[src/hw/dpw_pkg.sv]
// package for the dual-port ram write-cycle host controller
// assumes a 100 MHz clock; all pin timing is counted in whole cycles
package dpw_pkg;
  localparam int CLK_PERIOD_NS = 10;
  localparam int ADDR_W = 12;
  localparam int DATA_W = 16;
  // pin timing figures in ns, fastest speed grade
  localparam int T_WC_NS = 15;     // write cycle time
  localparam int T_WP_NS = 12;     // write pulse width
  localparam int T_EW_NS = 12;     // enable to end of write
  localparam int T_DW_NS = 10;     // data valid to end of write
  localparam int T_WZ_NS = 10;     // write enable to output high-z
  localparam int T_HOLD_NS = 0;    // write_data_hold
  localparam int T_WR_NS = 0;      // write recovery
  localparam int T_SWRD_NS = 5;    // flag write to read
  localparam int T_SPS_NS = 5;     // flag contention window
  // least times round up, never below one cycle
  function automatic int ns2cyc(input int ns);
    int c;
    c = (ns + CLK_PERIOD_NS - 1) / CLK_PERIOD_NS;
    return (c < 1) ? 1 : c;
  endfunction : ns2cyc
  localparam int MAXI = 32'h7FFFFFFF;
  function automatic int max2(input int a, input int b);
    return (a > b) ? a : b;
  endfunction : max2
  // pulse length with output enable low: larger of width and (turn-off + setup)
  localparam int PULSE_OE_CYC = max2(max2(ns2cyc(T_WP_NS), ns2cyc(T_EW_NS)),
                                     ns2cyc(T_WZ_NS) + ns2cyc(T_DW_NS));
  localparam int PULSE_CYC = max2(max2(ns2cyc(T_WP_NS), ns2cyc(T_EW_NS)),
                                  ns2cyc(T_DW_NS));
  localparam int TURNOFF_CYC = ns2cyc(T_WZ_NS);
  localparam int HOLD_CYC = ns2cyc(T_HOLD_NS);
  localparam int CYCLE_CYC = ns2cyc(T_WC_NS);
  localparam int FLAG_GAP_CYC = max2(ns2cyc(T_SWRD_NS), ns2cyc(T_SPS_NS));
  localparam int CNT_W = 4;
  localparam logic [3:0] ONE4 = 4'h1;

  typedef struct packed {
    logic chip_select_n;
    logic upper_byte_select_n;
    logic lower_byte_select_n;
    logic flag_access_select_n;
    logic write_n;
    logic output_enable_n;
  } dpw_ctl_s;

  typedef struct packed {
    logic is_flag;              // semaphore access instead of array
    logic [1:0] byte_en;        // [1] upper, [0] lower, active high
    logic oe_low;               // keep output enable low during the write
    logic [ADDR_W-1:0] addr;
    logic [DATA_W-1:0] data;
  } dpw_req_s;

  localparam dpw_ctl_s CTL_IDLE = '{1'b1, 1'b1, 1'b1, 1'b1, 1'b1, 1'b1};
endpackage : dpw_pkg

[src/hw/dpw_timer.sv]
// down-counter that holds done high once a loaded count runs out
// assumes the loader waits for done before reloading
`timescale 1ns/100ps
module dpw_timer
  import dpw_pkg::*;
(
  input wire logic clk, // 100 MHz
  input wire logic srst, // synchronous, active high
  input wire logic load, // load a new count
  input wire logic [CNT_W-1:0] count, // cycles to run, at least one
  output logic done // high while idle
);
  logic [CNT_W-1:0] cnt_reg;

  // ---------------------------------------------------------------
  // counter
  // ---------------------------------------------------------------
  always_ff @(posedge clk) begin
    if (srst) begin
      cnt_reg <= '0;
    end else if (load) begin
      cnt_reg <= count;
    end else if (cnt_reg != '0) begin
      cnt_reg <= cnt_reg - ONE4;
    end
  end

  // done looks at the count alone: the sequencer feeds it straight back into load,
  // so gating it with load would close a combinational loop
  assign done = (cnt_reg == '0);
endmodule : dpw_timer

[src/hw/dpw_host.sv]
// host-side write controller for one port of an asynchronous dual-port ram
// assumes the ram pins are driven directly from these flip-flops and sampled synchronously
`timescale 1ns/100ps
module dpw_host
  import dpw_pkg::*;
(
  input wire logic clk, // 100 MHz system clock
  input wire logic srst, // synchronous reset, active high
  input wire logic req_valid, // write request
  output logic req_ready, // request taken when both high
  input wire dpw_req_s req, // request contents
  output logic flag_gap_ok, // high once a flag read may safely follow
  output dpw_ctl_s ctl, // ram control pins, active low
  output logic [ADDR_W-1:0] addr, // ram address pins
  output logic [DATA_W-1:0] dq_o, // ram data out
  output logic dq_oe, // high while host drives data pins
  input wire logic [DATA_W-1:0] dq_i // ram data in, unused on writes
);
  typedef enum logic [2:0] {
    DPW_IDLE, DPW_SETUP, DPW_OFF, DPW_PULSE, DPW_HOLD, DPW_RECOV
  } dpw_state_e;

  dpw_state_e state_reg;
  dpw_req_s req_reg;
  dpw_ctl_s ctl_reg;
  logic [ADDR_W-1:0] addr_reg;
  logic [DATA_W-1:0] dq_reg;
  logic dq_oe_reg;
  logic gap_reg;
  logic t_load;
  logic [CNT_W-1:0] t_count;
  logic t_done;

  // ---------------------------------------------------------------
  // phase timer
  // ---------------------------------------------------------------
  dpw_timer u_timer (
    .clk(clk),
    .srst(srst),
    .load(t_load),
    .count(t_count),
    .done(t_done)
  );

  assign req_ready = (state_reg == DPW_IDLE) && gap_reg;
  assign ctl = ctl_reg;
  assign addr = addr_reg;
  assign dq_o = dq_reg;
  assign dq_oe = dq_oe_reg;
  assign flag_gap_ok = gap_reg;

  // timer loads on every phase entry except the return to idle
  always_comb begin
    t_load = 1'b0;
    t_count = '0;
    unique case (state_reg)
      DPW_IDLE: begin
        t_load = req_valid && req_ready;
        t_count = CNT_W'(ONE4);
      end
      DPW_SETUP: begin
        t_load = t_done;
        // output enable low: device drivers must turn off first
        t_count = req_reg.oe_low ? CNT_W'(TURNOFF_CYC) : CNT_W'(ONE4);
      end
      DPW_OFF: begin
        t_load = t_done;
        t_count = req_reg.oe_low ? CNT_W'(PULSE_OE_CYC - TURNOFF_CYC)
                                 : CNT_W'(PULSE_CYC);
      end
      DPW_PULSE: begin
        t_load = t_done;
        t_count = CNT_W'(HOLD_CYC);
      end
      DPW_HOLD: begin
        t_load = t_done;
        t_count = CNT_W'(max2(CYCLE_CYC - PULSE_CYC - HOLD_CYC, 1));
      end
      DPW_RECOV: begin
        t_load = 1'b0;
        t_count = '0;
      end
    endcase
  end

  // ---------------------------------------------------------------
  // sequencer and pin drive
  // ---------------------------------------------------------------
  always_ff @(posedge clk) begin
    if (srst) begin
      state_reg <= DPW_IDLE;
      req_reg <= '0;
      ctl_reg <= CTL_IDLE;
      addr_reg <= '0;
      dq_reg <= '0;
      dq_oe_reg <= 1'b0;
    end else begin
      unique case (state_reg)
        DPW_IDLE: if (req_valid && req_ready) begin
          // address moves only while every enable is high
          req_reg <= req;
          addr_reg <= req.addr;
          dq_reg <= req.is_flag ? {DATA_W{req.data[0]}} : req.data;
          ctl_reg.output_enable_n <= !req.oe_low;
          state_reg <= DPW_SETUP;
        end
        DPW_SETUP: if (t_done) begin
          // write line falls first; selects follow so outputs stay off
          ctl_reg.write_n <= 1'b0;
          state_reg <= DPW_OFF;
        end
        DPW_OFF: if (t_done) begin
          // selects fall after write line; data only once device is off
          ctl_reg.chip_select_n <= req_reg.is_flag;
          ctl_reg.flag_access_select_n <= !req_reg.is_flag;
          ctl_reg.upper_byte_select_n <= req_reg.is_flag ? 1'b1 : !req_reg.byte_en[1];
          ctl_reg.lower_byte_select_n <= req_reg.is_flag ? 1'b1 : !req_reg.byte_en[0];
          dq_oe_reg <= 1'b1;
          state_reg <= DPW_PULSE;
        end
        DPW_PULSE: if (t_done) begin
          // end of write: selects and write line rise together
          ctl_reg <= CTL_IDLE;
          state_reg <= DPW_HOLD;
        end
        DPW_HOLD: if (t_done) begin
          dq_oe_reg <= 1'b0;
          state_reg <= DPW_RECOV;
        end
        DPW_RECOV: if (t_done) begin
          state_reg <= DPW_IDLE;
        end
      endcase
    end
  end

  // ---------------------------------------------------------------
  // flag spacing: outcome under contention is never assumed, so wait
  // ---------------------------------------------------------------
  logic [CNT_W-1:0] gap_cnt_reg;
  always_ff @(posedge clk) begin
    if (srst) begin
      gap_cnt_reg <= '0;
      gap_reg <= 1'b1;
    end else if (state_reg == DPW_PULSE && t_done && req_reg.is_flag) begin
      gap_cnt_reg <= CNT_W'(FLAG_GAP_CYC);
      gap_reg <= 1'b0;
    end else if (gap_cnt_reg != '0) begin
      gap_cnt_reg <= gap_cnt_reg - ONE4;
      gap_reg <= (gap_cnt_reg == ONE4);
    end
  end

  // ---------------------------------------------------------------
  // checks
  // ---------------------------------------------------------------
  wire wr_win = !ctl.write_n && !ctl.chip_select_n &&
                !(ctl.upper_byte_select_n && ctl.lower_byte_select_n);

  addr_stable_a: assert property (@(posedge clk) disable iff (srst)
    (!ctl.write_n && !ctl.chip_select_n) |=> $stable(addr))
    else $error("address moved during write");
  sel_after_write_a: assert property (@(posedge clk) disable iff (srst)
    $fell(ctl.chip_select_n) || $fell(ctl.flag_access_select_n) |-> $past(!ctl.write_n))
    else $error("select fell before write line");
  flag_mode_a: assert property (@(posedge clk) disable iff (srst)
    !ctl.flag_access_select_n |-> ctl.chip_select_n)
    else $error("flag and array selected together");
  no_drive_early_a: assert property (@(posedge clk) disable iff (srst)
    $rose(dq_oe) |-> $past(!ctl.write_n, 1) && !ctl.write_n)
    else $error("data driven before turn-off");
  pulse_len_a: assert property (@(posedge clk) disable iff (srst)
    $fell(ctl.write_n) |-> !ctl.write_n [*3])
    else $error("write pulse too short");
  hold_data_a: assert property (@(posedge clk) disable iff (srst)
    $rose(ctl.write_n) |-> dq_oe && $stable(dq_o))
    else $error("data not held at end of write");
  win_only_a: assert property (@(posedge clk) disable iff (srst)
    wr_win |-> dq_oe)
    else $error("write window without data");
  flag_gap_a: assert property (@(posedge clk) disable iff (srst)
    ($rose(ctl.flag_access_select_n)) |-> !flag_gap_ok)
    else $error("flag access not spaced");
  flag_repl_a: assert property (@(posedge clk) disable iff (srst)
    !ctl.flag_access_select_n |-> (dq_o == {DATA_W{dq_o[0]}}))
    else $error("flag value not replicated");

  // address, write end and turn-off margin seen from the pins
  addr_move_a: assert property (@(posedge clk) disable iff (srst)
    !$stable(addr) |-> $past(ctl.write_n || ctl.chip_select_n))
    else $error("address moved inside write window");
  end_together_a: assert property (@(posedge clk) disable iff (srst)
    $rose(ctl.write_n) |-> ctl == CTL_IDLE)
    else $error("enables did not rise together");
  turnoff_wait_a: assert property (@(posedge clk) disable iff (srst)
    $rose(dq_oe) |-> $past(!ctl.write_n, 2))
    else $error("data driven inside turn-off time");

  // main scenarios: both access kinds, both output-enable levels, flag spacing
  array_wr_c: cover property (@(posedge clk) disable iff (srst) wr_win);
  flag_wr_c: cover property (@(posedge clk) disable iff (srst)
    !ctl.flag_access_select_n && !ctl.write_n);
  oe_low_c: cover property (@(posedge clk) disable iff (srst)
    !ctl.write_n && !ctl.output_enable_n);
  oe_high_c: cover property (@(posedge clk) disable iff (srst)
    !ctl.write_n && ctl.output_enable_n);
  gap_wait_c: cover property (@(posedge clk) disable iff (srst) !flag_gap_ok);
endmodule : dpw_host

[config.mk]
export PLATFORM = sky130hd
export DESIGN_NAME = dpw_host
export DESIGN_NICKNAME = d
export VERILOG_FILES = /design/src/hw/dpw_pkg.sv /design/src/hw/dpw_timer.sv /design/src/hw/dpw_host.sv
export SDC_FILE = /design/constraint.sdc
export NUM_CORES = 1
export LEC_CHECK = 0
export BUFFER_PORTS_ARGS = -buffer_cell sky130_fd_sc_hd__buf_2
export CAP_MARGIN = 20
export CELL_PAD_IN_SITES_DETAIL_PLACEMENT = 0
export CELL_PAD_IN_SITES_GLOBAL_PLACEMENT = 1
export CORE_MARGIN = 1
export CORE_UTILIZATION = 34
export CTS_CLUSTER_DIAMETER = 60
export CTS_CLUSTER_SIZE = 20
export DETAILED_ROUTE_END_ITERATION = 8
export PLACE_DENSITY = 0.84
export RECOVER_POWER = 100
export SETUP_SLACK_MARGIN = 0.3
export SLEW_MARGIN = 15
export SYNTH_ARGS = -nofsm -noshare
export SYNTH_HDL_FRONTEND = slang
export SYNTH_SLANG_ARGS = --single-unit
[constraint.sdc]
create_clock -name clk -period 2.1 [get_ports clk]
set_clock_uncertainty 0.1 [all_clocks]
set_input_delay 0.21 -clock clk [delete_from_list [all_inputs] [get_ports clk]]
set_output_delay 0.21 -clock clk [all_outputs]
set_load 0.02 [all_outputs]
== Word-level counts from Yosys, hierarchy flattened ==
Cells that the tools add are included.

* Register bits: 51
* Input bits: 51
* Output and inout port bits: 37

* Add/subtract/negate cells: 2
* Eq/ne operators: 12
* Multiplexer cells: 28
* Reduce and logical (&&, ||, !) cells: 27

{| class="wikitable"
|+ Operators with widths
! operator !! count
|-
| $mux W3 || 6
|-
| $pmux W3 S6 || 1
|-
| $mux W16 || 1
|-
| $mux W4 || 3
|-
| $pmux W4 S3 || 1
|-
| $reduce_and A3 Y1 || 4
|-
| $reduce_bool A2 Y1 || 6
|-
| $ne A2 B2 Y1 const B || 5
|-
| $mux W1 || 9
|-
| $pmux W4 S2 || 1
|-
| $reduce_bool A4 Y1 || 2
|-
| $reduce_or A4 Y1 || 2
|-
| $sub A4 B1 Y4 const B || 2
|-
| $eq A3 B2 Y1 const B || 2
|-
| $eq A3 B3 Y1 const B || 2
|-
| $mux W6 || 1
|-
| $pmux W1 S2 || 3
|-
| $reduce_and A6 Y1 || 1
|-
| $eq A4 B1 Y1 const B || 1
|-
| $logic_and A1 B1 Y1 || 4
|-
| $logic_not A1 Y1 || 4
|-
| $logic_not A4 Y1 || 1
|-
| $eq A3 B1 Y1 const B || 1
|-
| $logic_not A3 Y1 || 1
|-
| 5 further kinds || 5
|}

== Depth between registers and ports, before layout ==
* Word-level depth: 5
* Depth in mapped cells: 8
* Depth with buffers taken out: 6

== By module ==
A second synthesis with hierarchy kept.

* Cell total of the unflattened synthesis: 255
* Area, all modules: 2401.1 um^2

{| class="wikitable"
|+ Modules (own cells, without submodules)
! module !! instances !! cells each !! area an instance (um^2) !! seq. area each (um^2)
|-
| dpw_host || 1 || 231 || 2172.1 || 940.9
|-
| dpw_timer || 1 || 24 || 229.0 || 80.1
|}

== Worst setup path before layout ==
OpenSTA, ideal clock, no wires.

* Kind: register to register
* From: reg u_timer.cnt_reg[0]
* To: reg gap_reg, in the netlist flag_gap_ok
* Library setup time: 0.134 ns
* Data arrival time: 1.441 ns
* Data required time: 1.866 ns
* Slack: 0.425 ns
* Stages on the path, launching flop included: 8
* Path buffers: 1
* Period minus slack after synthesis: 1.675 ns
* Path through: dfxtp_1 inv_1 ha_1 or3b_1 buf_6 nor2_4 and3_4 o41ai_1

* Longest elaborated chain between the ends: 4
* Elaborated cells on any way between the ends: 5
* Classes of those cells: mux: 1; reduce/logical: 4

{| class="wikitable"
|+ RTL lines
! what !! line !! RTL
|-
| start, declared || dpw_timer.sv:13 || <nowiki>logic [CNT_W-1:0] cnt_reg;</nowiki>
|-
| start signal, assigned || dpw_timer.sv:22 || <nowiki>cnt_reg <= count;</nowiki>
|-
| start signal, assigned || dpw_timer.sv:24 || <nowiki>cnt_reg <= cnt_reg - ONE4;</nowiki>
|-
| $logic_not A4 Y1 (*) || dpw_timer.sv:30 || <nowiki>assign done = (cnt_reg == '0);</nowiki>
|-
| $logic_and A1 B1 Y1 (*) (2 in a row) || dpw_host.sv:145 || <nowiki>end else if (state_reg == DPW_PULSE && t_done && req_reg.is_flag) begin</nowiki>
|-
| $mux W1 / $reduce_bool A2 Y1 (equally long branches) || - ||
|-
| end signal, assigned || dpw_host.sv:150 || <nowiki>gap_reg <= (gap_cnt_reg == ONE4);</nowiki>
|-
| end, declared || dpw_host.sv:29 || <nowiki>logic gap_reg;</nowiki>
|}

Mark *: on every way between the ends. The rest lies on a longest branch, timed or not.
A chain may end at the register's enable or synchronous reset.

== Worst setup path in the final report ==
* From: reg u_timer.cnt_reg[0]
* To: reg u_timer.cnt_reg[1]

* Longest elaborated chain between the ends: 3
* Elaborated cells on any way between the ends: 7
* Classes of those cells: add/sub: 1; mux: 3; reduce/logical: 3

{| class="wikitable"
|+ RTL lines
! what !! line
|-
| $sub A4 B1 Y4 / $logic_not A4 Y1 (equally long branches) || dpw_timer.sv:24, dpw_timer.sv:30
|-
| $mux W4 / $pmux W1 S3 (equally long branches) || dpw_timer.sv:23, dpw_host.sv:56
|-
| $mux W4 / $reduce_bool A2 Y1 (equally long branches) || -
|}

Parallel ways exist; a longest one is shown, timed or not. The select of a mux whose other input is x is not followed.

==> metrics.txt <==
sequential-to-total area share from yosys stat=45.5%; cts-stage hold buffer count=0; family with the most delay on the worst path=simple AND/OR/NAND/NOR gates; Post-synth top cells=dfxtp_1, nand2_1, nor2_1, a21oi_1; TritonRoute pass-1 iters=4; most used standard cell by instance count after synthesis=dfxtp_1; max-cap check violation count=0; highest-delay cell along the critical path=or3b_1; status=finished clean; Net Count, Synth=318; global-route wire length before repair=8330 µm; worst r2r src=u_timer.cnt_reg[0]; finished layout cell area=2700 µm²; r2r setup slk=300 ps; wire length per cell after detailed routing=12.2 µm; number of global-route vias before repair=1,864; Hold Worst Slack=33.6 ps; Max clock buf depth=2; synthesized instance count=262; combined area of the multi-input logic cells=1090 µm²; async set-or-reset flop fraction in the synthesized netlist=0%; via/cell ratio=4.97; reg-to-reg critical path endpoint=u_timer.cnt_reg[1]; number of flip-flops under the largest register name=16; count of cells along the worst register-to-register path=6; remaining max-slew budget at the tightest pin=65.4%; maximum number of pins on one net before global-route repair=50; clock slew seen by the registers of the worst setup and hold paths=100 ps; top cells by area, synth=dfxtp_1, nand2_1, a311oi_1; synth warn=0; total congestion overflow after global routing=0; Final GP Congestion=0.759; P_leak=1.03 nW; Hold Path Class=input port to flop; cell depth of the worst setup path=6; EDFF count, synth=0; buffer count from post-CTS setup fixing=0; mean cell area of the mapped netlist=8.56 µm²; aggregate global-route resource usage=14.5%; endpoint arrival time on the critical path=1930 ps; critical path capture point type=flop; Req. time, crit path=2220 ps; Storage cell area=1020 µm²; post-synth top area share=45.5%; TritonCTS clock tree=done; # setup viols final=0; largest driver fanout on the critical path=5; total power=4.12 mW; Routed Wire Length=4960 µm; Worst VDD drop=626 µV; number of nets still failing antenna checks after routing=0; total count of max-transition violations in the final report=0; cell type contributing the most total cell area after synthesis=dfxtp_1; Worst path max stage delay=500 ps; ordered list of cells on the worst path=inv_2, ha_4, or3b_1, mux2i_1, o31a_1, a31oi_1; Vias=2,011; total negative setup slack=0 ps; Critical Path End=u_timer.cnt_reg[1]; Clock Latency Late Sink=300 ps; effective utilization at floorplan=35.3%; Die Y-Extent=83.2 µm; die area=6930 µm²; Layout fillers=664; final hold vios=0; number of sinks driven by the clock tree=51; total half-perimeter wirelength after legalization and detailed placement=3360 µm; number of DRC markers after the initial detailed-route iteration=93; DRC violations left=0; final net count=383; fraction of final layout cells sized beyond drive strength 1=18.3%; most common flop cell mapped by yosys=dfxtp_1; number of antenna violations at the first check in global routing=0; Placement Cell Area=2630 µm²; area of the core region=6350 µm²; die outline width=83.2 µm; Max Clock Freq=554 MHz; setup repair after global routing missed its margin=no; kind of start point of the critical path=flop; clock buffer count from CTS=5; utilization after layout=42.5%; Synth cell types=42; area growth from synthesis to layout=20.2%; input/output buffers=71; Pwr per Cell Area=1530 nW/µm²; count of boundary I/O pins=88; final worst path period share=85.9%; register bit total from synthesis=51; antenna diode count=0; number of rows in the core area=29; critical setup path kind=flop to flop; Mapped Area=2240 µm²; clock tree root driver cell=clkbuf_8; worst-margin pin slew=517 ps; minimum clock period=1800 ps; maximum level of the CTS H-tree=2; buffers and inverters on the worst path=1; Crit. Startpoint=u_timer.cnt_reg[0]
[kinds of logic after synthesis]
family	share of synthesized area, %
xor+xnor	1.56
fa+ha+maj	2.79
compound gates	16.7
mux	1.34
flops	45.5
buf+inv	6.69
simple gates	25.4
[layout make-up]
type / instances / area share, %
Clock buffer: 6 / 3.06
Inverter: 7 / 0.974
Multi-Input combinational cell: 185 / 40.4
Sequential cell: 51 / 38.0
Clock inverter: 2 / 0.603
Timing Repair Buffer: 77 / 13.5
Tap cell: 77 / 3.57
[per-layer routing]
metal,GRT usage (%),part of all wire (%),vias to the layer above
met2,25.6,48,57
met1,17.5,46,919
li1,-,-,1030
met4,4.23,1.3,0
met5,0,0,-
met3,3.18,5.2,5
[stage by stage]
stage               setup slack [ps]  std cells
detailed placement               181        396
finish                           296        405
global route                     204        405
CTS                              301        405
global placement                 229        396
floorplan                        425        262
[worst min-delay path by stage]
| stage | start | cells past startpoint | endpoint |
|---|---|---|---|
| finish | req[27] | 3 | addr[11] |
| global route | req[16] | 3 | addr[0] |
| CTS | req[27] | 3 | addr[11] |
| detailed placement | addr[5] | 2 | addr[5] |
| global placement | dq_o[0] | 2 | dq_o[0] |
| floorplan | req[29] | 2 | req_reg[29] |
[where the power goes]
part           switching (mW)  internal (mW)
sequential              0.245           1.29
combinational            1.26          0.736
clock                   0.322          0.269
[repair_timing]
action	CTS	global route
pin swaps	1	1
resized for setup	2	5
gates cloned	1	0
endpoints found under the setup margin	12	15
[placed cells by master, fill, tap and decap left out, types with 2 or more instances in the layout]
cell type | Yosys | final
or3_1 | 2 | 2
buf_4 | 2 | 4
dfxtp_1 | 51 | 49
o21ai_0 | 7 | 7
nand3_1 | 7 | 7
nor2_1 | 24 | 24
o31ai_1 | 2 | 2
and3_2 | 2 | 2
inv_1 | 7 | 5
and2_1 | 3 | 2
mux2i_1 | 3 | 3
clkbuf_8 | 0 | 6
dfxtp_2 | 0 | 2
xnor2_1 | 3 | 3
inv_2 | 0 | 2
nor3_1 | 7 | 7
a21oi_1 | 22 | 22
a311oi_1 | 15 | 15
buf_2 | 3 | 34
nand2b_1 | 15 | 15
ha_1 | 5 | 4
clkbuf_1 | 10 | 38
nand2_1 | 46 | 46
[worst reg2reg max path, cell delays in order (launching register included)]
cell	delay, ps
dfxtp_1	340
inv_2	90
ha_4	140
or3b_1	500
mux2i_1	170
o31a_1	250
a31oi_1	130
No activity file was read; power rests on OpenSTA's default activity.
